**src/wpc_map.vh**
```
// Purpose: register map, field positions and timing constants of the wake power control block
// Assumes: 7-bit bank-2 register address, 8-bit data, a 32.768 kHz reference sampled on mclk
// Notes: included by the top and train design files of the block
// How it works
// - control registers cleared only by first power, lock byte also by hard reset
// - call input masked high until 1 s after return
// - time match in off state is remembered
// - pre-off events wake if no shutdown command
// - eight wake-up fields compared with clock fields
// - train mode samples falling edges per 62.5 ms slot
// - train event: three edge slots after quiet slot
// - outside train mode a single falling edge is a call event
// - soft-off bit write-only, one emits shutdown pulse
// - power-lost flag sets on supply loss, write-one clears
// - time match enable gates time wake request
// - call enable gates call wake request
// - status read clears event-detect bits
// - time match flag sets regardless of enable
// - call detect flag sets regardless of enable
// - call level bit shows current pin level
// - lock bits sticky, cleared only by first power or hard reset
// - upper block: upper port ignores writes, reads FFh
// - upper-low read block: bytes 00h-1Fh read FFh
// - upper-low write block: bytes 00h-1Fh writes dropped
// - write mask drops writes to listed ranges
// - top lock blocks lower 38h-3Fh in every bank
// - wake and shutdown requests are single high pulses
`ifndef WPC_MAP_VH
`define WPC_MAP_VH

`define WPC_OFS_PWR_CTRL_ONE 7'h40
`define WPC_OFS_PWR_CTRL_TWO 7'h41
`define WPC_OFS_EVENT_STATUS 7'h42
`define WPC_OFS_WAKE_DOW 7'h43
`define WPC_OFS_WAKE_DATE 7'h44
`define WPC_OFS_WAKE_MONTH 7'h45
`define WPC_OFS_WAKE_YEAR 7'h46
`define WPC_OFS_RAM_LOCK 7'h47
`define WPC_OFS_WAKE_CENTURY 7'h48

`define WPC_BIT_SOFT_OFF 5
`define WPC_BIT_POWER_LOST 7
`define WPC_BIT_TIME_EN 0
`define WPC_BIT_TRAIN_MODE 2
`define WPC_BIT_CALL_EN 3
`define WPC_BIT_TIME_FLAG 0
`define WPC_BIT_CALL_FLAG 1
`define WPC_BIT_CALL_LEVEL 7
`define WPC_BIT_UPPER_BLOCK 3
`define WPC_BIT_LOW_RD_BLOCK 4
`define WPC_BIT_LOW_WR_BLOCK 5
`define WPC_BIT_WRITE_MASK 6
`define WPC_BIT_TOP_LOCK 7
`define WPC_LOCK_BITS 8'hF8

`define WPC_RST_BYTE 8'h00
`define WPC_BLOCKED_READ 8'hFF
`define WPC_UPPER_LOW_LAST 7'h1F
`define WPC_GP_FIRST 7'h0E
`define WPC_GP_LAST 7'h3F
`define WPC_BANK0_HI_FIRST 7'h40
`define WPC_TOP_FIRST 7'h38
`define WPC_TOP_LAST 7'h3F
`define WPC_BANK_ZERO 2'h0

`define WPC_SLOW_HZ 32768
`define WPC_MASK_TIME_MS 1000
`define WPC_SLOT_TIME_US 62500
`define WPC_TRAIN_PATTERN 4'h7

`endif

```
**src/wpc_sync.v**
```verilog
// Purpose: two-flop synchroniser for a group of pin inputs
// Assumes: inputs asynchronous to mclk
// Notes: first stage is read only by the second stage
`timescale 1ns/100ps
module wpc_sync #(
   parameter W = 4,
   parameter [W-1:0] INIT = {W{1'b0}}
) (
   // clock and reset
   input wire mclk,
   input wire rst,
   // pins in, synchronised out
   input wire [W-1:0] d,
   output reg [W-1:0] q
);
   reg [W-1:0] meta_q;

   always @(posedge mclk) begin
      if (rst) begin
         meta_q <= INIT;
         q <= INIT;
      end else begin
         meta_q <= d;
         q <= meta_q;
      end
   end
endmodule // wpc_sync

```
**src/wpc_top.v**
```verilog
// Purpose: wake/shutdown power control with event flags and cmos ram lock
// Assumes: por is a one-cycle-or-longer first-power pulse on mclk; pins are asynchronous
// Notes: system reset rst leaves control state alone; only por clears it, except the lock byte, which hard reset also clears
`timescale 1ns/100ps
`include "wpc_map.vh"
module wpc_top #(
   parameter integer MASK_TICKS = (`WPC_MASK_TIME_MS * `WPC_SLOW_HZ) / 1000
) (
   // clock and resets
   input wire mclk,
   input wire rst,
   input wire por,
   // pins
   input wire clk32_pin,
   input wire call_n_pin,
   input wire vcc_good_pin,
   input wire hard_reset_pin,
   // register port
   input wire [6:0] reg_addr,
   input wire [7:0] reg_wdata,
   input wire reg_wr,
   input wire reg_rd,
   output reg [7:0] reg_rdata_q,
   // running clock fields
   input wire [7:0] cur_sec,
   input wire [7:0] cur_min,
   input wire [7:0] cur_hour,
   input wire [7:0] cur_dow,
   input wire [7:0] cur_date,
   input wire [7:0] cur_month,
   input wire [7:0] cur_year,
   input wire [7:0] cur_century,
   // alarm fields held in the clock registers
   input wire [7:0] alarm_sec,
   input wire [7:0] alarm_min,
   input wire [7:0] alarm_hour,
   // cmos ram access from the requester
   input wire acc_upper,
   input wire [1:0] acc_bank,
   input wire [6:0] acc_addr,
   input wire [7:0] acc_wdata,
   input wire acc_wr,
   input wire acc_rd,
   output reg [7:0] acc_rdata_q,
   // cmos ram access toward the memory
   output reg mem_upper_q,
   output reg [1:0] mem_bank_q,
   output reg [6:0] mem_addr_q,
   output reg [7:0] mem_wdata_q,
   output reg mem_we_q,
   output reg mem_re_q,
   input wire [7:0] mem_rdata,
   // power requests
   output reg wake_request_pulse_q,
   output reg shutdown_request_pulse_q
);
   localparam integer MASK_LAST_I = MASK_TICKS - 1;
   localparam [15:0] MASK_LAST = MASK_LAST_I[15:0];

   // synchronised pins
   wire [3:0] pins_s;
   wire clk32_s;
   wire call_s;
   wire vcc_s;
   wire hard_rst_s;

   // slow tick and supply edges
   reg clk32_prev_q;
   reg vcc_prev_q;
   wire tick;
   wire vcc_fall;
   wire vcc_rise;

   // control state, survives rst
   reg power_lost_flag_q;
   reg time_match_enable_q;
   reg call_train_mode_q;
   reg call_enable_q;
   reg time_match_flag_q;
   reg call_detect_flag_q;
   reg [7:0] wake_dow_q;
   reg [7:0] wake_date_q;
   reg [7:0] wake_month_q;
   reg [7:0] wake_year_q;
   reg [7:0] wake_century_q;
   reg [7:0] ram_lock_reg_q;
   reg off_q;
   reg delay_q;
   reg [15:0] mask_cnt_q;
   reg soc_seen_q;
   reg pend_q;

   // event detection
   reg call_prev_q;
   reg match_prev_q;
   wire call_masked;
   wire call_fall;
   wire train_ev;
   wire call_ev;
   wire all_match;
   wire time_ev;
   wire armed;
   wire wake_time;
   wire wake_call;
   wire pre_off_wake;

   // register decode
   wire wr_one;
   wire wr_two;
   wire rd_status;
   wire soc_write;
   reg [7:0] rd_mux;

   // ram lock decode
   reg rd_pend_q;
   reg rd_block_q;
   wire upper_low;
   wire in_gp;
   wire in_bank0_hi;
   wire in_top;
   wire wr_block;
   wire rd_block;

   wpc_sync #(
      .W(4),
      .INIT(4'hC)
   ) u_sync (
      .mclk(mclk),
      .rst(rst),
      .d({vcc_good_pin, call_n_pin, clk32_pin, hard_reset_pin}),
      .q(pins_s)
   );

   assign hard_rst_s = pins_s[0];
   assign clk32_s = pins_s[1];
   assign call_s = pins_s[2];
   assign vcc_s = pins_s[3];

   assign tick = clk32_s & ~clk32_prev_q;
   assign vcc_fall = vcc_prev_q & ~vcc_s;
   assign vcc_rise = vcc_s & ~vcc_prev_q;

   // the call pin is held high while off or during the return delay
   assign call_masked = (off_q | delay_q) ? 1'b1 : call_s;
   assign call_fall = call_prev_q & ~call_masked;

   wpc_train u_train (
      .mclk(mclk),
      .rst(rst | por),
      .tick(tick),
      .fall(call_fall),
      .train_ev_q(train_ev)
   );

   assign call_ev = call_train_mode_q ? train_ev : call_fall;

   assign all_match = (cur_sec == alarm_sec) & (cur_min == alarm_min) &
                      (cur_hour == alarm_hour) & (cur_dow == wake_dow_q) &
                      (cur_date == wake_date_q) & (cur_month == wake_month_q) &
                      (cur_year == wake_year_q) & (cur_century == wake_century_q);
   // a level match would fire every cycle of the matching second; take the edge
   assign time_ev = all_match & ~match_prev_q;

   assign armed = ~off_q & ~delay_q;
   assign wake_time = time_ev & time_match_enable_q;
   assign wake_call = call_ev & call_enable_q;
   assign pre_off_wake = ~soc_seen_q &
                         ((time_match_flag_q & time_match_enable_q) |
                          (call_detect_flag_q & call_enable_q) |
                          wake_time | wake_call);

   assign wr_one = reg_wr & (reg_addr == `WPC_OFS_PWR_CTRL_ONE);
   assign wr_two = reg_wr & (reg_addr == `WPC_OFS_PWR_CTRL_TWO);
   assign rd_status = reg_rd & (reg_addr == `WPC_OFS_EVENT_STATUS);
   assign soc_write = wr_one & reg_wdata[`WPC_BIT_SOFT_OFF];

   // pin, edge and pulse state follows rst
   always @(posedge mclk) begin
      if (rst | por) begin
         clk32_prev_q <= 1'b0;
         vcc_prev_q <= 1'b1;
         call_prev_q <= 1'b1;
         match_prev_q <= 1'b0;
         wake_request_pulse_q <= 1'b0;
         shutdown_request_pulse_q <= 1'b0;
      end else begin
         clk32_prev_q <= clk32_s;
         vcc_prev_q <= vcc_s;
         call_prev_q <= call_masked;
         match_prev_q <= all_match;
         wake_request_pulse_q <= armed & (wake_time | wake_call | pend_q);
         shutdown_request_pulse_q <= soc_write;
      end
   end

   // control state: only first power clears it
   always @(posedge mclk) begin
      if (por) begin
         power_lost_flag_q <= 1'b0;
         time_match_enable_q <= 1'b0;
         call_train_mode_q <= 1'b0;
         call_enable_q <= 1'b0;
         time_match_flag_q <= 1'b0;
         call_detect_flag_q <= 1'b0;
         wake_dow_q <= `WPC_RST_BYTE;
         wake_date_q <= `WPC_RST_BYTE;
         wake_month_q <= `WPC_RST_BYTE;
         wake_year_q <= `WPC_RST_BYTE;
         wake_century_q <= `WPC_RST_BYTE;
         off_q <= 1'b0;
         delay_q <= 1'b0;
         mask_cnt_q <= 16'h0000;
         soc_seen_q <= 1'b0;
         pend_q <= 1'b0;
      end else begin
         // set wins over the write-one clear
         power_lost_flag_q <= (power_lost_flag_q &
                               ~(wr_one & reg_wdata[`WPC_BIT_POWER_LOST])) | vcc_fall;
         if (wr_two) begin
            time_match_enable_q <= reg_wdata[`WPC_BIT_TIME_EN];
            call_train_mode_q <= reg_wdata[`WPC_BIT_TRAIN_MODE];
            call_enable_q <= reg_wdata[`WPC_BIT_CALL_EN];
         end
         time_match_flag_q <= (time_match_flag_q & ~rd_status) | time_ev;
         call_detect_flag_q <= (call_detect_flag_q & ~rd_status) | call_ev;
         if (reg_wr & (reg_addr == `WPC_OFS_WAKE_DOW)) wake_dow_q <= reg_wdata;
         if (reg_wr & (reg_addr == `WPC_OFS_WAKE_DATE)) wake_date_q <= reg_wdata;
         if (reg_wr & (reg_addr == `WPC_OFS_WAKE_MONTH)) wake_month_q <= reg_wdata;
         if (reg_wr & (reg_addr == `WPC_OFS_WAKE_YEAR)) wake_year_q <= reg_wdata;
         if (reg_wr & (reg_addr == `WPC_OFS_WAKE_CENTURY)) wake_century_q <= reg_wdata;
         // supply state and the return delay
         if (vcc_fall) begin
            off_q <= 1'b1;
            delay_q <= 1'b0;
         end else if (vcc_rise) begin
            off_q <= 1'b0;
            delay_q <= 1'b1;
            mask_cnt_q <= 16'h0000;
         end else if (delay_q & tick) begin
            if (mask_cnt_q == MASK_LAST) begin
               delay_q <= 1'b0;
            end else begin
               mask_cnt_q <= mask_cnt_q + 16'h0001;
            end
         end
         // a shutdown command counts only for the next off period
         if (soc_write) begin
            soc_seen_q <= 1'b1;
         end else if (vcc_rise) begin
            soc_seen_q <= 1'b0;
         end
         // wake requests held back while off or delayed
         if (armed & ~vcc_fall) begin
            pend_q <= 1'b0;
         end else if (vcc_fall) begin
            pend_q <= pend_q | pre_off_wake;
         end else begin
            pend_q <= pend_q | wake_time;
         end
      end
   end

   // lock bits only ever set by software
   always @(posedge mclk) begin
      if (por | hard_rst_s) begin
         ram_lock_reg_q <= `WPC_RST_BYTE;
      end else if (reg_wr & (reg_addr == `WPC_OFS_RAM_LOCK)) begin
         ram_lock_reg_q <= ram_lock_reg_q | (reg_wdata & `WPC_LOCK_BITS);
      end
   end

   always @* begin
      rd_mux = `WPC_RST_BYTE;
      case (reg_addr)
         `WPC_OFS_PWR_CTRL_ONE: begin
            rd_mux[`WPC_BIT_POWER_LOST] = power_lost_flag_q;
         end
         `WPC_OFS_PWR_CTRL_TWO: begin
            rd_mux[`WPC_BIT_TIME_EN] = time_match_enable_q;
            rd_mux[`WPC_BIT_TRAIN_MODE] = call_train_mode_q;
            rd_mux[`WPC_BIT_CALL_EN] = call_enable_q;
         end
         `WPC_OFS_EVENT_STATUS: begin
            rd_mux[`WPC_BIT_TIME_FLAG] = time_match_flag_q;
            rd_mux[`WPC_BIT_CALL_FLAG] = call_detect_flag_q;
            rd_mux[`WPC_BIT_CALL_LEVEL] = call_s;
         end
         `WPC_OFS_WAKE_DOW: rd_mux = wake_dow_q;
         `WPC_OFS_WAKE_DATE: rd_mux = wake_date_q;
         `WPC_OFS_WAKE_MONTH: rd_mux = wake_month_q;
         `WPC_OFS_WAKE_YEAR: rd_mux = wake_year_q;
         `WPC_OFS_RAM_LOCK: rd_mux = ram_lock_reg_q;
         `WPC_OFS_WAKE_CENTURY: rd_mux = wake_century_q;
         default: begin
            rd_mux = `WPC_RST_BYTE;
         end
      endcase
   end

   always @(posedge mclk) begin
      if (rst | por) begin
         reg_rdata_q <= `WPC_RST_BYTE;
      end else begin
         reg_rdata_q <= reg_rd ? rd_mux : `WPC_RST_BYTE;
      end
   end

   // cmos ram access filter
   assign upper_low = (acc_addr <= `WPC_UPPER_LOW_LAST);
   assign in_gp = (acc_addr >= `WPC_GP_FIRST) & (acc_addr <= `WPC_GP_LAST);
   assign in_bank0_hi = (acc_bank == `WPC_BANK_ZERO) & (acc_addr >= `WPC_BANK0_HI_FIRST);
   assign in_top = (acc_addr >= `WPC_TOP_FIRST) & (acc_addr <= `WPC_TOP_LAST);

   assign wr_block = acc_upper ?
      (ram_lock_reg_q[`WPC_BIT_UPPER_BLOCK] |
       ram_lock_reg_q[`WPC_BIT_WRITE_MASK] |
       (ram_lock_reg_q[`WPC_BIT_LOW_WR_BLOCK] & upper_low)) :
      ((ram_lock_reg_q[`WPC_BIT_WRITE_MASK] & (in_gp | in_bank0_hi)) |
       (ram_lock_reg_q[`WPC_BIT_TOP_LOCK] & in_top));
   assign rd_block = acc_upper ?
      (ram_lock_reg_q[`WPC_BIT_UPPER_BLOCK] |
       (ram_lock_reg_q[`WPC_BIT_LOW_RD_BLOCK] & upper_low)) :
      (ram_lock_reg_q[`WPC_BIT_TOP_LOCK] & in_top);

   // one stage toward the memory keeps every output on a flop
   always @(posedge mclk) begin
      if (rst | por) begin
         mem_upper_q <= 1'b0;
         mem_bank_q <= 2'h0;
         mem_addr_q <= 7'h00;
         mem_wdata_q <= `WPC_RST_BYTE;
         mem_we_q <= 1'b0;
         mem_re_q <= 1'b0;
         rd_pend_q <= 1'b0;
         rd_block_q <= 1'b0;
         acc_rdata_q <= `WPC_RST_BYTE;
      end else begin
         mem_upper_q <= acc_upper;
         mem_bank_q <= acc_bank;
         mem_addr_q <= acc_addr;
         mem_wdata_q <= acc_wdata;
         mem_we_q <= acc_wr & ~wr_block;
         mem_re_q <= acc_rd;
         rd_pend_q <= acc_rd;
         rd_block_q <= rd_block;
         if (rd_pend_q) begin
            acc_rdata_q <= rd_block_q ? `WPC_BLOCKED_READ : mem_rdata;
         end else begin
            acc_rdata_q <= `WPC_RST_BYTE;
         end
      end
   end
endmodule // wpc_top

```
**src/wpc_train.v**
```verilog
// Purpose: pulse-train detector on the masked call input
// Assumes: tick is a one-cycle pulse per 32.768 kHz period, fall a one-cycle edge pulse
// Notes: an edge in the closing cycle of a slot still counts for that slot
`timescale 1ns/100ps
`include "wpc_map.vh"
module wpc_train (
   // clock and reset
   input wire mclk,
   input wire rst,
   // slow tick and call edge
   input wire tick,
   input wire fall,
   // detection
   output reg train_ev_q
);
   localparam integer SLOT_TICKS = (`WPC_SLOT_TIME_US * `WPC_SLOW_HZ) / 1000000;
   localparam integer SLOT_LAST_I = SLOT_TICKS - 1;
   localparam [10:0] SLOT_LAST = SLOT_LAST_I[10:0];

   reg [10:0] slot_cnt_q;
   reg seen_q;
   reg [3:0] hist_q;
   wire slot_end;
   wire seen_now;
   wire [3:0] hist_d;

   assign slot_end = tick & (slot_cnt_q == SLOT_LAST);
   assign seen_now = seen_q | fall;
   assign hist_d = {hist_q[2:0], seen_now};

   always @(posedge mclk) begin
      if (rst) begin
         slot_cnt_q <= 11'h000;
         seen_q <= 1'b0;
         hist_q <= 4'h0;
         train_ev_q <= 1'b0;
      end else begin
         train_ev_q <= 1'b0;
         if (tick) begin
            slot_cnt_q <= slot_end ? 11'h000 : slot_cnt_q + 11'h001;
         end
         if (slot_end) begin
            hist_q <= hist_d;
            seen_q <= 1'b0;
            train_ev_q <= (hist_d == `WPC_TRAIN_PATTERN);
         end else if (fall) begin
            seen_q <= 1'b1;
         end
      end
   end
endmodule // wpc_train
```
**config.mk**
```make
export PLATFORM = sky130hd
export DESIGN_NAME = wpc_top
export DESIGN_NICKNAME = d
export VERILOG_FILES = /design/src/wpc_sync.v /design/src/wpc_top.v /design/src/wpc_train.v
export VERILOG_INCLUDE_DIRS = /design/src
export SDC_FILE = /design/constraint.sdc
export NUM_CORES = 1
export LEC_CHECK = 0
export BUFFER_PORTS_ARGS = -buffer_cell sky130_fd_sc_hd__buf_2
export CORE_MARGIN = 1
export CORE_UTILIZATION = 56
export CTS_CLUSTER_DIAMETER = 80
export DETAILED_ROUTE_END_ITERATION = 12
export PLACE_DENSITY = 0.91
export SETUP_SLACK_MARGIN = 0.02
export SLEW_MARGIN = 25
export SYNTH_ARGS = -nofsm -noshare
export SYNTH_HDL_FRONTEND = slang
export SYNTH_SLANG_ARGS = --single-unit
```
**constraint.sdc**
```tcl
create_clock -name mclk -period 2.85 [get_ports mclk]
set_input_delay 0.285 -clock mclk [delete_from_list [all_inputs] [get_ports mclk]]
set_output_delay 0.285 -clock mclk [all_outputs]
set_load 0.05 [all_outputs]
```
==> results of run 1 <==
==> state kept, by name, indices dropped and copies added (netlist names), 3 cells and up <==
register / cells
u_train.hist_q: 3
ram_lock_reg_q: 5
acc_rdata_q: 8
reg_rdata_q: 8
u_train.slot_cnt_q: 11
wake_dow_q: 8
u_sync.q: 4
u_sync.meta_q: 4
wake_century_q: 8
wake_date_q: 8
wake_year_q: 8
mask_cnt_q: 16
mem_addr_q: 7
mem_wdata_q: 8
wake_month_q: 8
==> worst reg2reg max path: cells and delay by family (launching register included) <==
kind	cells	cell delay, ns
adders and majority gates	1	0.27
xor gates and xnor gates	1	0.16
DFF	1	0.33
buffers and inverters	1	0.05
and+or+nand+nor	4	1.14
==> worst paths after layout <==
path | from | end | slack [ns] | cells after the start
worst min-delay path | acc_upper | mem_upper_q | 0.04 | 2
worst max-delay path | vcc_prev_q | mask_cnt_q[15] | 0.77 | 7
worst min register to register | u_sync.meta_q[3] | u_sync.q[3] | 0.43 | 1
worst max register to register | vcc_prev_q | mask_cnt_q[15] | 0.77 | 7
==> per-stage QoR <==
step / cells / utilization / power (mW) / setup WS, ns
detailed placement: 973 / 0.676 / 2.36 / 0.700
finish: 1034 / 0.759 / 4.53 / 0.766
global placement: 973 / 0.676 / 2.35 / 0.727
global route: 1034 / 0.759 / 4.67 / 0.542
floorplan: 685 / - / 2.20 / 1.16
CTS: 1033 / 0.758 / 4.53 / 0.765
==> metal layers <==
metal / global-route usage / vias to the layer above / wire [um]
met1: 0.412 / 2732 / 7030
li1: - / 2819 / -
met2: 0.512 / 407 / 8320
met3: 0.0839 / 78 / 1930
met5: 0 / - / 0
met4: 0.117 / 0 / 583
==> cell usage in the layout (no fill, tap or decap), drive strengths merged, types with 21 or more instances in the layout <==
| cell type | n |
|---|---|
| a21oi | 57 |
| dfxtp | 138 |
| nand3 | 50 |
| xnor2 | 81 |
| dlygate4sd3 | 28 |
| nor2 | 43 |
| buf | 186 |
| and2 | 21 |
| nand4 | 21 |
| nand2 | 64 |
==> area by class of cell <==
type | instances | area [sq um]
Clock buffer | 18 | 428
Clock inverter | 14 | 161
Multi-Input combinational cell | 501 | 3170
Timing Repair Buffer | 214 | 1230
Antenna cell | 1 | 2.50
Fill cell | 710 | 2540
Tap cell | 136 | 170
Inverter | 12 | 45.0
Sequential cell | 138 | 2760
==> kinds of logic (layout without fill, tap and decap cells) <==
family / Yosys count / after routing
adders and majority gates: 4 / 4
buffers and inverters: 46 / 258
DFF: 138 / 138
and+or+nand+nor: 278 / 278
other: 0 / 1
AOI/OAI and AO/OA: 125 / 125
xor gates and xnor gates: 87 / 87
muxes: 7 / 7
==> power by group <==
| part | total (mW) | switching [mW] | internal [mW] |
|---|---|---|---|
| Clock | 2.16 | 0.877 | 1.29 |
| Sequential | 1.96 | 0.0115 | 1.95 |
| Combinational | 0.400 | 0.224 | 0.176 |
| Total | 4.53 | 1.11 | 3.42 |
==> impl_metrics.csv, run 1 <==
group,metric,value,unit
flow_run,maxCapViolCount,0,
die,rows,37,
finish,areaGrowthSynthToFinish,29.6,%
cts,ctsHoldBuffers,28,
worst_setup_path,crit_required,3.24,ns
cts,ctsResizeCount,0,
cts,post_cts_buffers,0,
detailed_routing,ant_nets,0,
cts,cts_num_sinks,138,
cts,cts.reportedPaths.clkPinSlew,0.06,ns
synth,syn_nets,829,
synth,synth_top_cell_by_area,"dfxtp_1",
synth,synth_compound_area_frac,0.124,
timing,period_needed,2.08,ns
synth,syn_area,6150,sq um
worst_setup_path,crit_type,"flip-flop to flip-flop",
worst_setup_path,crit_slowest_cell,"and4_1",
timing,rsz0062_at_grt,"false",
cts,cts_root_buf,"clkbuf_8",
power_and_ir_drop,leakage,3.01,nW
grt,grt_pass1_vias,5604,
placed_design,dp_hpwl,11900,um
detailed_routing,vias,6036,
synth,synth_edf_count,0,
cts,cts_buffers,17,
synth,synthAdderAreaFrac,0.00814,
timing,skew,0.00806,ns
placed_design,io_buffers,177,
synth,yosys_warnings,0,
worst_setup_path,critPathLaunchType,"flip-flop",
timing,setup_viol,0,
worst_setup_path,slowest_delay,0.64,ns
cts,cts_tree,"yes",
synth,syn_inst,685,
worst_setup_path,crit_family,"simple AND/OR/NAND/NOR gates",
synth,ys_seq_elements,138,
power_and_ir_drop,vdd_drop_max,0.511,mV
synth,syn_area_per_cell,8.98,sq um
placed_design,placedInstanceArea,7100,sq um
die,die_w,107,um
synth,synth_top_flop_cell,"dfxtp_1",
detailed_routing,drtIter0Drc,838,
worst_setup_path,cp.arrival,2.47,ns
die,fp.coreArea,10500,sq um
detailed_routing,viasPerCell,5.84,
detailed_routing,wl_per_cell,17.3,um
grt,grt_pass1_wl,28100,um
detailed_routing,drc,0,
worst_setup_path,path_max_fanout,18,
timing,hold_violations,0,
die,die_h,107,um
cts,clockBufferDepth,2,
cts,clkLatencyLatePin,0.52,ns
placed_design,globalplace.congestion,0.962,
synth,synth_area_leaders,"dfxtp_1 (45%), xnor2_1 (12%), a21oi_1 (4.6%)",
finish,nets,1028,
grt,antenna_found_initial,1,
synth,yosys-top-cells-count,"dfxtp_1 (138), xnor2_1 (81), nand2_1 (64)",
run_status,status,"completed",
synth,ys_seq_area_frac,0.449,
cts,htree_num_levels,4,
die,dieArea,11400,sq um
min_path,hp-class,"input port to flip-flop",
grt,overflow,0,
timing,slew_violations,0,
grt,grt.total_usage,0.319,
detailed_routing,routed_wirelength,17900,um
timing,setup-tns-final,0,ns
finish,design_area,7970,sq um
die,ioPinCount,178,
grt,grt_max_degree,60,
synth,synth_top_family_by_area,"simple AND/OR/NAND/NOR gates",
worst_setup_path,path_buf_inv,1,
synth,yosysMostFrequentCell,"dfxtp_1",
timing,timing.fmax,480,MHz
die,initial_core_util,0.585,
synth,async_flop_share,0,
power_and_ir_drop,power_density,568,nW/um^2
worst_setup_path,path_cells,"inv_1, ha_1, nor4bb_1, and4_1, nor3_1, xnor2_1, nor2_1",
worst_setup_path,end_kind,"flip-flop",
timing,hold-worst-slack,0.0366,ns
timing,worst_slew_pin_slew,0.801,ns
finish,layout-drive-gt1-share,0.261,
synth,yosys.area_share.simple,0.247,
timing,period_share,0.731,
synth,synth_mux_area_frac,0.0114,
synth,synth.top_cell.area_share,0.449,
synth,synth_cell_types,55,
synth,yosys.area_share.xor_xnor,0.124,
detailed_routing,dr.pass1.iters,6,
timing,slew-limit-headroom,0.462,
(Power assumes the default switching activity.)
==> run 2: changes to the inputs <==
--- a/config.mk
+++ b/config.mk
@@ -8,10 +8,10 @@
 export LEC_CHECK = 0
 export BUFFER_PORTS_ARGS = -buffer_cell sky130_fd_sc_hd__buf_2
 export CORE_MARGIN = 1
-export CORE_UTILIZATION = 56
+export CORE_UTILIZATION = 47
 export CTS_CLUSTER_DIAMETER = 80
 export DETAILED_ROUTE_END_ITERATION = 12
-export PLACE_DENSITY = 0.91
+export PLACE_DENSITY = 0.82
 export SETUP_SLACK_MARGIN = 0.02
 export SLEW_MARGIN = 25
 export SYNTH_ARGS = -nofsm -noshare
==> constraint.sdc (replaced) <==
create_clock -name mclk -period 1.7 [get_ports mclk]
set_input_delay 0.17 -clock mclk [delete_from_list [all_inputs] [get_ports mclk]]
set_output_delay 0.17 -clock mclk [all_outputs]
set_load 0.05 [all_outputs]
==> impl_metrics.csv, run 2 (synthesis results as in run 1) <==
group,metric,value,unit
die,dieArea,13500,sq um
worst_setup_path,ff2ff_path_depth,8,
placed_design,dp_hpwl,12900,um
worst_setup_path,reg2reg_to,"mask_cnt_q[12]",
run_status,violations,"negative setup slack",
finish,nFillCells,945,
finish,nets,1096,
cts,cts_buffers,17,
min_path,min-delay-start,"acc_upper",
min_path,hp-class,"input port to flip-flop",
die,ioPinCount,178,
timing,slew-limit-headroom,0.566,
finish,areaGrowthSynthToFinish,40.5,%
placed_design,place_inst,1069,
worst_setup_path,end_kind,"flip-flop",
timing,hold_violations,0,
cts,cts_tree,"yes",
grt,overflow,0,
timing,skew,0.00819,ns
die,rows,41,
worst_setup_path,crit_required,2.01,ns
worst_setup_path,cp.arrival,2.02,ns
detailed_routing,routed_wirelength,18800,um
timing,setup-tns-final,-0.0391,ns
detailed_routing,drtIter0Drc,682,
detailed_routing,vias,6210,
detailed_routing,dr.pass1.iters,9,
finish,largest_reg_flops,16,
worst_setup_path,r2r-start,"mask_cnt_q[0]",
min_path,worstHoldEndpoint,"mem_upper_q",
power_and_ir_drop,power.total,7.30,mW
finish,largest-register,"mask_cnt_q",
timing,slew_violations,0,
timing,fin_ws,-0.0121,ns
die,die_h,116,um
detailed_routing,drc,0,
cts,htree_num_levels,4,
placed_design,io_buffers,177,
worst_setup_path,r2r_slack,-0.01,ns
timing,period_needed,1.71,ns
power_and_ir_drop,power_density,845,nW/um^2
timing,rsz0062_at_grt,"true",
finish,layout.area.seq,2770,sq um
die,initial_core_util,0.485,
finish,final_common_cell,"buf_2",
cts,clockBufferDepth,2,
timing,timing.fmax,584,MHz
detailed_routing,viasPerCell,5.47,
timing,period_share,1.01,
cts,cts_num_sinks,138,
power_and_ir_drop,leakage,3.37,nW
min_path,hold_depth,2,
run_status,status,"complete, but fails checks",
finish,reg_top3,"mask_cnt_q: 16 flops, u_train.slot_cnt_q: 11 flops",
finish,layout_common_cells,"buf_2 (177), dfxtp_1 (133), xnor2_1 (80)",
finish,layout-drive-gt1-share,0.334,
worst_setup_path,critPathLaunchType,"flip-flop",
finish,finalCoreUtilization,0.682,
worst_setup_path,path_max_fanout,5,
placed_design,place_ws,-0.120,ns
die,die_w,116,um
grt,antenna_found_initial,0,
finish,fin_cells,1136,
finish,multi_input_area,3300,sq um
timing,setup_viol,5,
cts,cts.reportedPaths.clkPinSlew,0.05,ns
grt,grt_max_degree,59,
cts,cts_root_buf,"clkbuf_16",
cts,clkLatencyLatePin,0.42,ns
grt,grt_pass1_vias,5601,
detailed_routing,wl_per_cell,16.5,um
timing,worst_slew_pin_slew,0.642,ns
grt,grt_pass1_wl,28000,um
worst_setup_path,cp-startpoint,"mask_cnt_q[0]",
power_and_ir_drop,vdd_drop_max,0.604,mV
grt,grt.total_usage,0.273,
detailed_routing,ant_nets,0,
placed_design,globalplace.congestion,0.961,
worst_setup_path,crit_type,"flip-flop to flip-flop",
die,fp.coreArea,12700,sq um
finish,n_antenna_cell,0,
flow_run,maxCapViolCount,0,
## run 2: cell count changes in the layout (fill, tap and decap cells not counted), moves of 3 or more
cell      before  now
buf_4          9   72
clkinv_2       1    6
clkinv_4       4    0
dfxtp_1      138  133
dfxtp_2        0    4
inv_6          4    0
nor4_1        11    1
nor4_2         0    9
o21ai_0       13    9
o21ai_1        0    3
## run 2: report_power, final
group	switching [mW]	internal (mW)
sequential	0.0169	3.27
clock	1.31	1.99
combinational	0.385	0.321
total	1.72	5.59
## run 2: worst max-delay path by stage
stage / end / slack (ns) / cells after the start
floorplan: mask_cnt_q[9] / 0.05 / 9
global placement: wake_request_pulse_q / -0.11 / 6
detailed placement: wake_request_pulse_q / -0.12 / 7
CTS: time_match_flag_q / -0.03 / 8
global route: mask_cnt_q[5] / -0.12 / 8
finish: mask_cnt_q[12] / -0.01 / 8
## run 2: area by class of cell
class	count	share of cell area
well taps	172	0.0249
inverters	12	0.00521
clock inverters	8	0.00521
flip-flops and latches	138	0.321
clock buffers	23	0.0565
repair buffers	282	0.206
multi-input cells	501	0.382
## run 2: worst max-delay path: stages, from the launching register on
cell      delay (ns)
dfxtp_1         0.32
ha_2            0.19
nor4bb_1        0.12
and4_1          0.20
buf_12          0.14
buf_8           0.13
nor4_1          0.30
xnor2_1         0.16
nor2_1          0.05
## run 2: per-layer routing
| metal | vias to the layer above | wire [um] | track usage |
|---|---|---|---|
| li1 | 2943 | - | - |
| met3 | 46 | 1910 | 0.0747 |
| met2 | 365 | 8950 | 0.450 |
| met5 | - | 0 | 0 |
| met1 | 2856 | 7400 | 0.335 |
| met4 | 0 | 488 | 0.120 |
## run 2: what timing repair did
item,in CTS,in global routing
gates cloned,0,0
setup endpoints to repair,7,23
hold endpoints to repair,29,0
resized for setup,7,34
pin swaps,3,15
setup buffers,1,6
hold buffers,29,0
## run 2: stage by stage
stage | hold WS [ns] | instance area, sq um
after global placement | 0.356 | 7610
after global routing | 0.0271 | 8640
after floorplan | 0.242 | 6150
after CTS | 0.0106 | 8470
final | 0.0280 | 8640
after detailed placement | 0.364 | 7610
